**src/rtl/rcs_pkg.sv**
```systemverilog
// Package for the reset cause and start-up sequencer.
// Assumes a single 250 MHz clock and an Avalon-MM register slave.
package rcs_pkg;
    // ********************************
    // Register map (word index, byte address = 4 * index)
    // ********************************
    localparam logic [3:0] REG_CAUSE_IDX = 4'h0;
    localparam logic [3:0] REG_BROWNOUT_CONTROL_IDX = 4'h1;
    localparam logic [3:0] REG_STATUS_IDX = 4'h2;
    localparam logic [3:0] REG_CFG_IDX = 4'h3;
    localparam logic [3:0] REG_SEQ_IDX = 4'h4;

    // ********************************
    // Field positions
    // ********************************
    localparam int BIT_BOR = 0;
    localparam int BIT_POR = 1;
    localparam int BIT_RI = 2;
    localparam int BIT_PIN = 3;
    localparam int BIT_WDT = 4;
    localparam int BIT_UNF = 6;
    localparam int BIT_OVF = 7;
    localparam int BIT_PD_N = 3;
    localparam int BIT_TO_N = 4;
    localparam int BIT_BROWNOUT_CONTROL_SBOREN = 7;
    localparam int BIT_BROWNOUT_CONTROL_FS = 6;
    localparam int BIT_BROWNOUT_CONTROL_RDY = 0;
    localparam int BIT_CFG_POWERUP_DELAY_ENABLE = 0;
    localparam int BIT_CFG_STACK_FAULT_RESET_ENABLE = 1;
    localparam int BIT_CFG_PINEN = 2;
    localparam int BIT_CFG_OSTREQ = 3;

    // ********************************
    // Reset values and masks
    // ********************************
    localparam logic [7:0] CAUSE_WMASK = 8'hDF;
    localparam logic [7:0] CAUSE_POR_VAL = 8'h1C;
    localparam logic [7:0] BROWNOUT_CONTROL_WMASK = 8'hC0;
    localparam logic [7:0] BROWNOUT_CONTROL_RST = 8'h80;
    localparam logic [7:0] CFG_RST = 8'h07;
    localparam logic [1:0] STATUS_POR = 2'h3;
    localparam logic [15:0] PC_RESET = 16'h0000;
    localparam logic [15:0] PC_IRQ_VEC = 16'h0004;
    localparam logic [15:0] PC_STEP = 16'h0001;

    // ********************************
    // Timing
    // ********************************
    localparam int CLK_MHZ = 250;
    localparam int PIN_RELEASE_CYC = 10;
    localparam int POWERUP_DELAY_TIMER_US = 64;
    localparam int POWERUP_DELAY_TIMER_CYC = POWERUP_DELAY_TIMER_US * CLK_MHZ;
    localparam int OST_CYC = 1024;

    // ********************************
    // Types
    // ********************************
    typedef enum logic [1:0] {
        RCS_HOLD = 2'h0,
        RCS_WAIT = 2'h1,
        RCS_DELAY = 2'h3,
        RCS_RUN = 2'h2
    } rcs_state_t;

    typedef struct packed {
        logic por;
        logic bor;
        logic low_power_brownout;
        logic wdt;
        logic pin;
        logic rst_instr;
        logic stk_ovf;
        logic stk_unf;
        logic wake_wdt;
        logic wake_irq;
        logic asleep;
    } rcs_event_t;

    typedef struct packed {
        logic load;
        logic [15:0] value;
        logic push;
    } rcs_pc_t;
endpackage

```
**src/rtl/rcs_timer.sv**
```systemverilog
// One-shot start-up timer.
// Assumes start is a single-cycle pulse on ref_clk.
`timescale 1ns/1ps
module rcs_timer #(
    parameter int COUNT = 16
) (
    // Clock and reset
    input wire logic ref_clk,
    input wire logic nrst,
    // Control
    input wire logic start,
    input wire logic enable,
    // Status
    output logic done
);
    localparam int W = $clog2(COUNT + 1);
    localparam logic [W-1:0] LAST = W'(COUNT);
    logic [W-1:0] cnt_r;
    logic run_r;

    always_ff @(posedge ref_clk or negedge nrst) begin
        if (!nrst) begin
            cnt_r <= '0;
            run_r <= 1'b0;
        end else if (start) begin
            cnt_r <= '0;
            run_r <= enable;
        end else if (run_r) begin
            cnt_r <= cnt_r + W'(1);
            if (cnt_r == LAST - W'(1)) begin
                run_r <= 1'b0;
            end
        end
    end

    assign done = !run_r && !start;
endmodule

```
**src/rtl/rcs_top.sv**
```systemverilog
// Reset cause recording and start-up sequencing.
// Assumes event inputs are single-cycle pulses on ref_clk; pin is async.
//
// The address map and the Avalon-MM interface to the registers were left to the implementer.
`timescale 1ns/1ps
module rcs_top #(
    parameter int POWERUP_DELAY_TIMER_COUNT = rcs_pkg::POWERUP_DELAY_TIMER_CYC,
    parameter int OST_COUNT = rcs_pkg::OST_CYC
) (
    // Clock and reset
    input wire logic ref_clk,
    input wire logic nrst,
    // Avalon-MM slave
    input wire logic [3:0] avs_address,
    input wire logic avs_read,
    input wire logic avs_write,
    input wire logic [31:0] avs_writedata,
    input wire logic [3:0] avs_byteenable,
    output logic [31:0] avs_readdata,
    output logic avs_waitrequest,
    // Reset and wake events
    input wire rcs_pkg::rcs_event_t events,
    input wire logic [15:0] cur_pc,
    input wire logic global_interrupt_enable,
    input wire logic external_reset_pin_n,
    input wire logic brownout_ready,
    // Core control
    output logic core_run,
    output logic core_reset,
    output rcs_pkg::rcs_pc_t pc_ctl
);
    // ********************************
    // Pin synchroniser
    // ********************************
    logic pin_s1_r;
    logic pin_s2_r;
    logic pin_prev_r;

    always_ff @(posedge ref_clk or negedge nrst) begin
        if (!nrst) begin
            pin_s1_r <= 1'b0;
            pin_s2_r <= 1'b0;
            pin_prev_r <= 1'b0;
        end else begin
            pin_s1_r <= external_reset_pin_n;
            pin_s2_r <= pin_s1_r;
            pin_prev_r <= pin_s2_r;
        end
    end

    // ********************************
    // Registers
    // ********************************
    logic [7:0] cause_r;
    logic [7:0] brownout_control_r;
    logic [1:0] status_r;
    logic [7:0] cfg_r;
    logic powerup_delay_enable;
    logic stack_fault_reset_enable;
    logic pin_en;
    logic ost_req;
    logic pin_held;
    logic pin_rise;

    assign powerup_delay_enable = cfg_r[rcs_pkg::BIT_CFG_POWERUP_DELAY_ENABLE];
    assign stack_fault_reset_enable = cfg_r[rcs_pkg::BIT_CFG_STACK_FAULT_RESET_ENABLE];
    assign pin_en = cfg_r[rcs_pkg::BIT_CFG_PINEN];
    assign ost_req = cfg_r[rcs_pkg::BIT_CFG_OSTREQ];
    assign pin_held = pin_en && !pin_s2_r;
    assign pin_rise = pin_en && pin_s2_r && !pin_prev_r;

    // ********************************
    // Event decode
    // ********************************
    logic bor_any;
    logic pwr_evt;
    logic stk_rst;
    logic pin_rst;
    logic any_rst;
    logic wake;

    assign bor_any = events.bor || events.low_power_brownout;
    assign pwr_evt = events.por || bor_any;
    assign stk_rst = stack_fault_reset_enable && (events.stk_ovf || events.stk_unf);
    assign pin_rst = pin_en && !pin_s2_r && pin_prev_r;
    assign any_rst = pwr_evt || events.wdt || pin_rst || events.rst_instr || stk_rst;
    assign wake = events.wake_wdt || events.wake_irq;

    // ********************************
    // Bus slave
    // ********************************
    logic wr_hit;
    logic wr_cause;
    logic wr_brownout_control;
    logic wr_cfg;
    logic ack_r;

    assign wr_hit = avs_write && avs_byteenable[0] && !avs_waitrequest;
    assign wr_cause = wr_hit && avs_address == rcs_pkg::REG_CAUSE_IDX;
    assign wr_brownout_control = wr_hit && avs_address == rcs_pkg::REG_BROWNOUT_CONTROL_IDX;
    assign wr_cfg = wr_hit && avs_address == rcs_pkg::REG_CFG_IDX;
    assign avs_waitrequest = (avs_read || avs_write) && !ack_r;

    always_ff @(posedge ref_clk or negedge nrst) begin
        if (!nrst) begin
            ack_r <= 1'b0;
        end else begin
            ack_r <= (avs_read || avs_write) && !ack_r;
        end
    end

    // ********************************
    // Reset cause flags
    // ********************************
    logic [7:0] cause_nxt;

    always_comb begin
        cause_nxt = cause_r;
        if (wr_cause) begin
            cause_nxt = avs_writedata[7:0] & rcs_pkg::CAUSE_WMASK;
        end
        // Hardware below overrides the write
        if (events.stk_ovf) begin
            cause_nxt[rcs_pkg::BIT_OVF] = 1'b1;
        end
        if (events.stk_unf) begin
            cause_nxt[rcs_pkg::BIT_UNF] = 1'b1;
        end
        if (events.wdt) begin
            cause_nxt[rcs_pkg::BIT_WDT] = 1'b0;
        end
        if (pin_rst) begin
            cause_nxt[rcs_pkg::BIT_PIN] = 1'b0;
        end
        if (events.rst_instr) begin
            cause_nxt[rcs_pkg::BIT_RI] = 1'b0;
        end
        if (bor_any) begin
            cause_nxt[rcs_pkg::BIT_OVF] = 1'b0;
            cause_nxt[rcs_pkg::BIT_UNF] = 1'b0;
            cause_nxt[rcs_pkg::BIT_WDT] = 1'b1;
            cause_nxt[rcs_pkg::BIT_PIN] = 1'b1;
            cause_nxt[rcs_pkg::BIT_RI] = 1'b1;
            cause_nxt[rcs_pkg::BIT_BOR] = 1'b0;
        end
        if (events.por) begin
            cause_nxt = rcs_pkg::CAUSE_POR_VAL;
            cause_nxt[rcs_pkg::BIT_BOR] = !bor_any ? cause_r[rcs_pkg::BIT_BOR] : 1'b0;
        end
    end

    always_ff @(posedge ref_clk or negedge nrst) begin
        if (!nrst) begin
            cause_r <= rcs_pkg::CAUSE_POR_VAL;
        end else begin
            cause_r <= cause_nxt;
        end
    end

    // ********************************
    // Timeout and power-down flags
    // ********************************
    always_ff @(posedge ref_clk or negedge nrst) begin
        if (!nrst) begin
            status_r <= rcs_pkg::STATUS_POR;
        end else if (pwr_evt) begin
            status_r <= rcs_pkg::STATUS_POR;
        end else if (events.wake_wdt) begin
            status_r <= 2'h0;
        end else if (events.wdt) begin
            status_r[1] <= 1'b0;
        end else if ((pin_rst && events.asleep) || events.wake_irq) begin
            status_r <= 2'h2;
        end
    end

    // ********************************
    // Brown-out control and configuration
    // ********************************
    always_ff @(posedge ref_clk or negedge nrst) begin
        if (!nrst) begin
            brownout_control_r <= rcs_pkg::BROWNOUT_CONTROL_RST;
        end else if (pwr_evt) begin
            brownout_control_r <= rcs_pkg::BROWNOUT_CONTROL_RST;
        end else if (wr_brownout_control) begin
            brownout_control_r <= avs_writedata[7:0] & rcs_pkg::BROWNOUT_CONTROL_WMASK;
        end
    end

    always_ff @(posedge ref_clk or negedge nrst) begin
        if (!nrst) begin
            cfg_r <= rcs_pkg::CFG_RST;
        end else if (wr_cfg) begin
            cfg_r <= avs_writedata[7:0];
        end
    end

    // ********************************
    // Start-up timers
    // ********************************
    logic powerup_delay_timer_done;
    logic ost_done;
    logic seq_start;
    logic timers_done;

    assign seq_start = pwr_evt;

    rcs_timer #(
        .COUNT(POWERUP_DELAY_TIMER_COUNT)
    ) u_powerup_delay_timer (
        .ref_clk(ref_clk),
        .nrst(nrst),
        .start(seq_start),
        .enable(powerup_delay_enable),
        .done(powerup_delay_timer_done)
    );

    rcs_timer #(
        .COUNT(OST_COUNT)
    ) u_ost (
        .ref_clk(ref_clk),
        .nrst(nrst),
        .start(seq_start),
        .enable(ost_req),
        .done(ost_done)
    );

    assign timers_done = powerup_delay_timer_done && ost_done;

    // ********************************
    // Sequencer
    // ********************************
    localparam int DW = $clog2(rcs_pkg::PIN_RELEASE_CYC + 1);
    localparam logic [DW-1:0] DLY_LAST = DW'(rcs_pkg::PIN_RELEASE_CYC - 1);
    rcs_pkg::rcs_state_t state_r;
    logic [DW-1:0] dly_r;
    logic irq_pend_r;

    always_ff @(posedge ref_clk or negedge nrst) begin
        if (!nrst) begin
            state_r <= rcs_pkg::RCS_HOLD;
            dly_r <= '0;
        end else if (any_rst || pin_held) begin
            state_r <= rcs_pkg::RCS_HOLD;
            dly_r <= '0;
        end else begin
            case (state_r)
                rcs_pkg::RCS_HOLD: begin
                    // Rise after a held pin lands here
                    if (timers_done && pin_rise) begin
                        state_r <= rcs_pkg::RCS_DELAY;
                    end else begin
                        state_r <= rcs_pkg::RCS_WAIT;
                    end
                end
                rcs_pkg::RCS_WAIT: begin
                    if (timers_done && pin_rise) begin
                        state_r <= rcs_pkg::RCS_DELAY;
                    end else if (timers_done) begin
                        state_r <= rcs_pkg::RCS_RUN;
                    end
                end
                rcs_pkg::RCS_DELAY: begin
                    dly_r <= dly_r + DW'(1);
                    if (dly_r == DLY_LAST - DW'(1)) begin
                        state_r <= rcs_pkg::RCS_RUN;
                    end
                end
                rcs_pkg::RCS_RUN: begin
                    state_r <= rcs_pkg::RCS_RUN;
                end
                default: begin
                    state_r <= rcs_pkg::RCS_HOLD;
                end
            endcase
        end
    end

    assign core_run = state_r == rcs_pkg::RCS_RUN;
    assign core_reset = state_r == rcs_pkg::RCS_HOLD;

    // ********************************
    // Program counter control
    // ********************************
    always_ff @(posedge ref_clk or negedge nrst) begin
        if (!nrst) begin
            pc_ctl <= '{load: 1'b1, value: rcs_pkg::PC_RESET, push: 1'b0};
            irq_pend_r <= 1'b0;
        end else if (any_rst) begin
            pc_ctl <= '{load: 1'b1, value: rcs_pkg::PC_RESET, push: 1'b0};
            irq_pend_r <= 1'b0;
        end else if (wake) begin
            pc_ctl <= '{load: 1'b1, value: cur_pc + rcs_pkg::PC_STEP, push: 1'b0};
            irq_pend_r <= events.wake_irq && global_interrupt_enable;
        end else if (irq_pend_r) begin
            pc_ctl <= '{load: 1'b1, value: rcs_pkg::PC_IRQ_VEC, push: 1'b1};
            irq_pend_r <= 1'b0;
        end else begin
            pc_ctl <= '{load: 1'b0, value: pc_ctl.value, push: 1'b0};
        end
    end

    // ********************************
    // Read mux
    // ********************************
    always_ff @(posedge ref_clk or negedge nrst) begin
        if (!nrst) begin
            avs_readdata <= '0;
        end else if (avs_read && !ack_r) begin
            case (avs_address)
                rcs_pkg::REG_CAUSE_IDX: avs_readdata <= {24'h000000, cause_r};
                rcs_pkg::REG_BROWNOUT_CONTROL_IDX: begin
                    avs_readdata <= {24'h000000, brownout_control_r[7:1], brownout_ready};
                end
                rcs_pkg::REG_STATUS_IDX: avs_readdata <= {27'h0000000, status_r, 3'h0};
                rcs_pkg::REG_CFG_IDX: avs_readdata <= {24'h000000, cfg_r};
                rcs_pkg::REG_SEQ_IDX: avs_readdata <= {28'h0000000, powerup_delay_timer_done, ost_done, state_r};
                default: avs_readdata <= '0;
            endcase
        end
    end
endmodule

```
**config.mk**
```make
export PLATFORM = sky130hd
export DESIGN_NAME = rcs_top
export DESIGN_NICKNAME = d
export VERILOG_FILES = /design/src/rtl/rcs_pkg.sv /design/src/rtl/rcs_timer.sv /design/src/rtl/rcs_top.sv
export SDC_FILE = /design/constraint.sdc
export NUM_CORES = 1
export LEC_CHECK = 0
export BUFFER_PORTS_ARGS = -buffer_cell sky130_fd_sc_hd__buf_4
export CORE_UTILIZATION = 52
export CTS_CLUSTER_SIZE = 8
export DETAILED_ROUTE_END_ITERATION = 7
export PLACE_DENSITY = 0.82
export REMOVE_ABC_BUFFERS = 1
export SETUP_SLACK_MARGIN = 0.2
export SYNTH_ARGS = -nofsm -noshare
export SYNTH_HDL_FRONTEND = slang
export SYNTH_HIERARCHICAL = 1
export SYNTH_SLANG_ARGS = --single-unit
```
**constraint.sdc**
```tcl
create_clock -name ref_clk -period 1.99 [get_ports ref_clk]
set_input_delay 0.2985 -clock ref_clk [delete_from_list [all_inputs] [get_ports ref_clk]]
set_output_delay 0.2985 -clock ref_clk [all_outputs]
set_load 0.02 [all_outputs]
```
# Word-level counts from Yosys, hierarchy flattened
# Cells that the tools add are included.
[op_classes]
n_reduce_logical = 55
div = 0
n_addsub = 4
shift = 0
n_lt_le_gt_ge = 0
n_eq_ne = 14
n_bitwise = 0
muxes = 42
mul = 0
[ops]
columns = ["op", "n"]
rows = [
  ["$mux W18", 3],
  ["$pmux W8 S5", 1],
  ["$mux W8", 4],
  ["$mux W14", 2],
  ["$reduce_bool A4 Y1", 6],
  ["$mux W11", 2],
  ["$logic_and A1 B1 Y1", 18],
  ["$mux W2", 9],
  ["$mux W1", 17],
  ["$add A16 B1 Y16 const B", 1],
  ["$add A14 B1 Y14 const B", 1],
  ["$eq A14 B14 Y1 const B", 1],
  ["$reduce_bool A2 Y1", 6],
  ["$add A11 B1 Y11 const B", 1],
  ["$eq A11 B10 Y1 const B", 1],
  ["$logic_or A1 B1 Y1", 11],
  ["$eq A4 B2 Y1 const B", 2],
  ["$mux W4", 2],
  ["$pmux W2 S4", 1],
  ["$logic_not A1 Y1", 7],
  ["$reduce_and A2 Y1", 3],
  ["$reduce_bool A3 Y1", 2],
  ["$add A4 B1 Y4 const B", 1],
  ["$eq A2 B2 Y1 const B", 2],
  ["11 further kinds", 11],
]
[totals]
ramBits = 0
out_inout_bits = 53
input_bits = 74
latch_bits = 0
rom_bits = 0
wordCells = 141
memories = 0
regBits = 114

# Longest topological paths before layout
[depth]
depth_word = 9
ltp_mapped = 8
ltp_nobuf = 7

# Cells and area by module
# The synthesis kept the hierarchy.
[modules_own_cells]
columns = ["mod", "n_inst", "cells_per_inst", "area_each_um2", "seq_area_each_um2"]
rows = [
  ["rcs_top", 1, 279, 2949.1, 1413.9],
  ["rcs_timer at u_powerup_delay_timer", 1, 75, 750.7, 375.4],
  ["rcs_timer at u_ost", 1, 62, 619.3, 300.3],
]

# Worst setup path after synthesis
# Ideal clock, no wire load.
[synth_timing]
path_type = "input-to-reg"
startpoint = "input avs_address[2]"
endpoint = "register cause_r[6]"
t_required_ns = 1.867
path_slack_ns = 0.275
setup_time_ns = 0.123
path_stages = 6
n_path_buf = 2
arrival_ns = 1.592
cell_sequence = "clkbuf_1 or2_2 or3_1 clkbuf_1 mux2i_1 a21oi_1"
[synth_between]
elab_chain_len = 3
[synth_rtl]
columns = ["item", "line_no", "source"]
rows = [
  ["start, declared", "rcs_top.sv:14", "input wire logic [3:0] avs_address,"],
  ["$logic_not A4 Y1", "rcs_top.sv:99", "assign wr_cause = wr_hit && avs_address == rcs_pkg::REG_CAUSE_IDX;"],
  ["$logic_and A1 B1 Y1", "rcs_top.sv:99", ""],
  ["$reduce_bool A4 Y1 (no line)", "--", ""],
  ["end signal, assigned", "rcs_top.sv:154", "cause_r <= rcs_pkg::CAUSE_POR_VAL;"],
  ["end signal, assigned", "rcs_top.sv:156", "cause_r <= cause_nxt;"],
  ["end, declared", "rcs_top.sv:54", "logic [7:0] cause_r;"],
]
# No other way between the ends.
# A chain may end at the register's enable or synchronous reset.

# Worst setup path in the final report
[layout_timing]
startpoint = "register u_powerup_delay_timer.cnt_r[0]"
endpoint = "register u_powerup_delay_timer.cnt_r[13]"
[layout_between]
elab_chain_len = 3
[layout_rtl]
columns = ["item", "line_no", "source"]
rows = [
  ["start, declared", "rcs_timer.sv:18", "logic [W-1:0] cnt_r;"],
  ["start signal, assigned", "rcs_timer.sv:29", "cnt_r <= cnt_r + W'(1);"],
  ["$add A14 B1 Y14", "rcs_timer.sv:29", ""],
  ["$mux W14", "rcs_timer.sv:28", "end else if (run_r) begin"],
  ["$mux W14", "rcs_timer.sv:25", "end else if (start) begin"],
]
# No other way between the ends. The select of a mux whose other input is x is not followed.

==> impl_metrics.toml <==
[synthesis]
ys_warn_count = 6
netlist_instances = 416
synthTopCellsByCount = "dfrtp_1, nor2_1, nand2_1"
yosys_most_used_dff = "dfrtp_1"
avgSynthCellArea_um2 = 10.38
netlist_area_mm2 = 0.004319
yosysSeqAreaShare = 0.4838
yosysTopAreaCell = "dfrtp_1"
synth.top_cell.area_share = 0.4229
async_flop_share = 1.000
netlist_top_cells_area = "dfrtp_1, dfstp_2, buf_4"
synth_edf_count = 0
synth_most_common_cell = "dfrtp_1"
ys_types = 55
synth_seq_cells = 83

[timing]
period_minus_slack_ps = 1666
setup_ws_ps = 324.4
tightest_slew_ps = 710.1
setup_tns_ps = 0
fin_skew_ps = 9.327
hold_viol = 0
finalCritPeriodShare = 0.8370
rsz0062_at_grt = "no"
slew_headroom = 0.5216
finalSetupViolCount = 0
fmax_mhz = 600.4
drv_slew = 0

[setup_path]
critPathSlowestCell = "dfrtp_1"
cpLargestDelayFamily = "simple AND/OR/NAND/NOR gates"
cp_max_fo = 5
rrSetupSlack_ps = 320
crit_path_end_kind = "register"
critPathKind = "register to register"
start_kind = "register"
critPathBufInv = 0
path_cells = "nand4_2, or3_1, or4_1, a21oi_1"
max_stage_delay_ps = 420
cp.arrival_ps = 1950
required_ps = 2270

[drt]
wire_per_inst_um = 14.89
wirelength_um = 8963
drc_errors = 0
post_drt_via_cell_ratio = 5.600
vias = 3371
drt_pass1_iterations = 4
drtAntennaViolNets = 0
drtIter0Drc = 151

[final_layout]
nets = 574
antenna_cells = 0
areaGrowthSynthToFinish_pct = 18.48
stdcell_area_mm2 = 0.005117
drive_gt1_frac = 0.2800

[cts]
clock-sinks = 83
clk_pin_slew_ps = 80
ctsHoldBuffers = 1
post_cts_buffers = 0
cts_resized = 0
clk_path_buf_depth = 2
cts-root-buf = "clkbuf_8"
cts_buffers = 9
insertion_delay_ps = 350
cts_tree = "yes"
htree_levels = 3

[pwr]
p_per_area_mw_per_mm2 = 642.1
netSwitchingFraction = 0.2628
clkPwrFrac = 0.335
switchingPower_w = 0.0008635
p_comb_frac = 0.122
pwr-share-seq = 0.543
internal_power_w = 0.002423
p_leak_nw = 2.287
ir_worst_vdd_mv = 0.3212

[global_route]
grt_max_degree = 44
grt_util_all_layers = 0.2244
grt_antenna_before_repair = 0
grt_pass1_wl_um = 15340
grt_overflow_total = 0
grt_pass1_vias = 3411

[floorplan]
die_y_um = 93.14
initial_core_util = 0.5476
die_w_um = 93.14
row_count = 32
io_pins = 127
die_area_mm2 = 0.008674
core-area_mm2 = 0.007888

[place]
placedInstanceArea_mm2 = 0.004928
dpl.hpwl_um = 6615
preCtsSetupSlack_ps = 197.7
gp_congestion = 0.8117
port_buffers = 74

[run]
maxCapViolations = 0

[status]
status = "complete, no violations"

[worst_hold_path]
worstHoldPathType = "primary input to register"
layout make-up:
type                       count  area [um2]
sequential                    83        2090
clock inverter                 5       27.53
clock buffer                  11       151.4
fill                         639        2770
inverter                      11       41.29
timing repair buffer          87       680.7
multi-input combinational    303        1999
tap                          102       127.6
kinds of logic (layout without fill, tap and decap cells):
group,after synthesis,in the layout,synth area share
XOR/XNOR,31,31,0.06286
AO/OA/AOI/OAI,66,66,0.1055
flip-flops,83,83,0.4838
multiplexers,29,29,0.07039
buffers and inverters,53,114,0.07329
other,1,24,0.0008682
AND/OR/NAND/NOR,148,148,0.1889
adder cells (fa/ha/maj),5,5,0.01448
registers in the layout (all words and copies together) (netlist names), 2 cells and up:
name,cells
avs_readdata,8
status_r,2
dly_r,4
pc_ctl,18
u_ost/cnt_r,11
u_powerup_delay_timer/cnt_r,14
brownout_control_r,2
cfg_r,8
cause_r,7
state_r,2
final timing paths:
kind,startpoint,depth (start not counted),endpoint
worst max-delay path,u_powerup_delay_timer/cnt_r[0],4,u_powerup_delay_timer/cnt_r[13]
worst min-delay path,external_reset_pin_n,1,pin_s1_r
worst max register to register,u_powerup_delay_timer/cnt_r[0],4,u_powerup_delay_timer/cnt_r[13]
worst min register to register,pin_s1_r,0,pin_s2_r
max in group asynchronous,nrst,3,cause_r[4]
min in group asynchronous,nrst,2,avs_readdata[1]
cell usage in the layout (no fill, tap or decap), types with 8 or more instances in the layout:
master / n
xnor2_1: 18
inv_1: 10
dfstp_2: 10
nand2_1: 31
nor2_1: 35
xor2_1: 13
conb_1: 24
dfrtp_1: 73
o21ai_0: 16
nand3_1: 12
mux2_2: 11
nand4_1: 13
buf_4: 84
mux2i_1: 18
clkbuf_8: 11
nor3_1: 8
o2bb2ai_1: 14
a21oi_1: 14
nor4_1: 11
per-layer routing:
metal | global-route usage | share of wire
met1 | 0.2831 | 0.44
met2 | 0.3793 | 0.49
met3 | 0.06179 | 0.065
met4 | 0.06154 | 0.0037
met5 | 0 | 0
power by group through the flow:
stage	combinational (W)	sequential, W	clock [W]
final	0.000402	0.00178	0.00110
after global routing	0.000443	0.00179	0.00120
after CTS	0.000404	0.00178	0.00113
after detailed placement	0.000400	0.00182	0
after global placement	0.000391	0.00181	0
after floorplan	0.000183	0.00182	0
stage by stage:
stage | utilization | hold slack [ps] | power, W | std cells
2_1_floorplan | - | 2.909 | 0.002002 | 397
3_3_place_gp | 0.6248 | 187.2 | 0.002203 | 585
3_5_place_dp | 0.6248 | 192.0 | 0.002215 | 585
4_1_cts | 0.6488 | 36.26 | 0.003314 | 602
5_1_grt | 0.6488 | 32.11 | 0.003435 | 602
6_report | 0.6488 | 52.81 | 0.003286 | 602
Note: power is estimated with default switching activity, not from simulation.
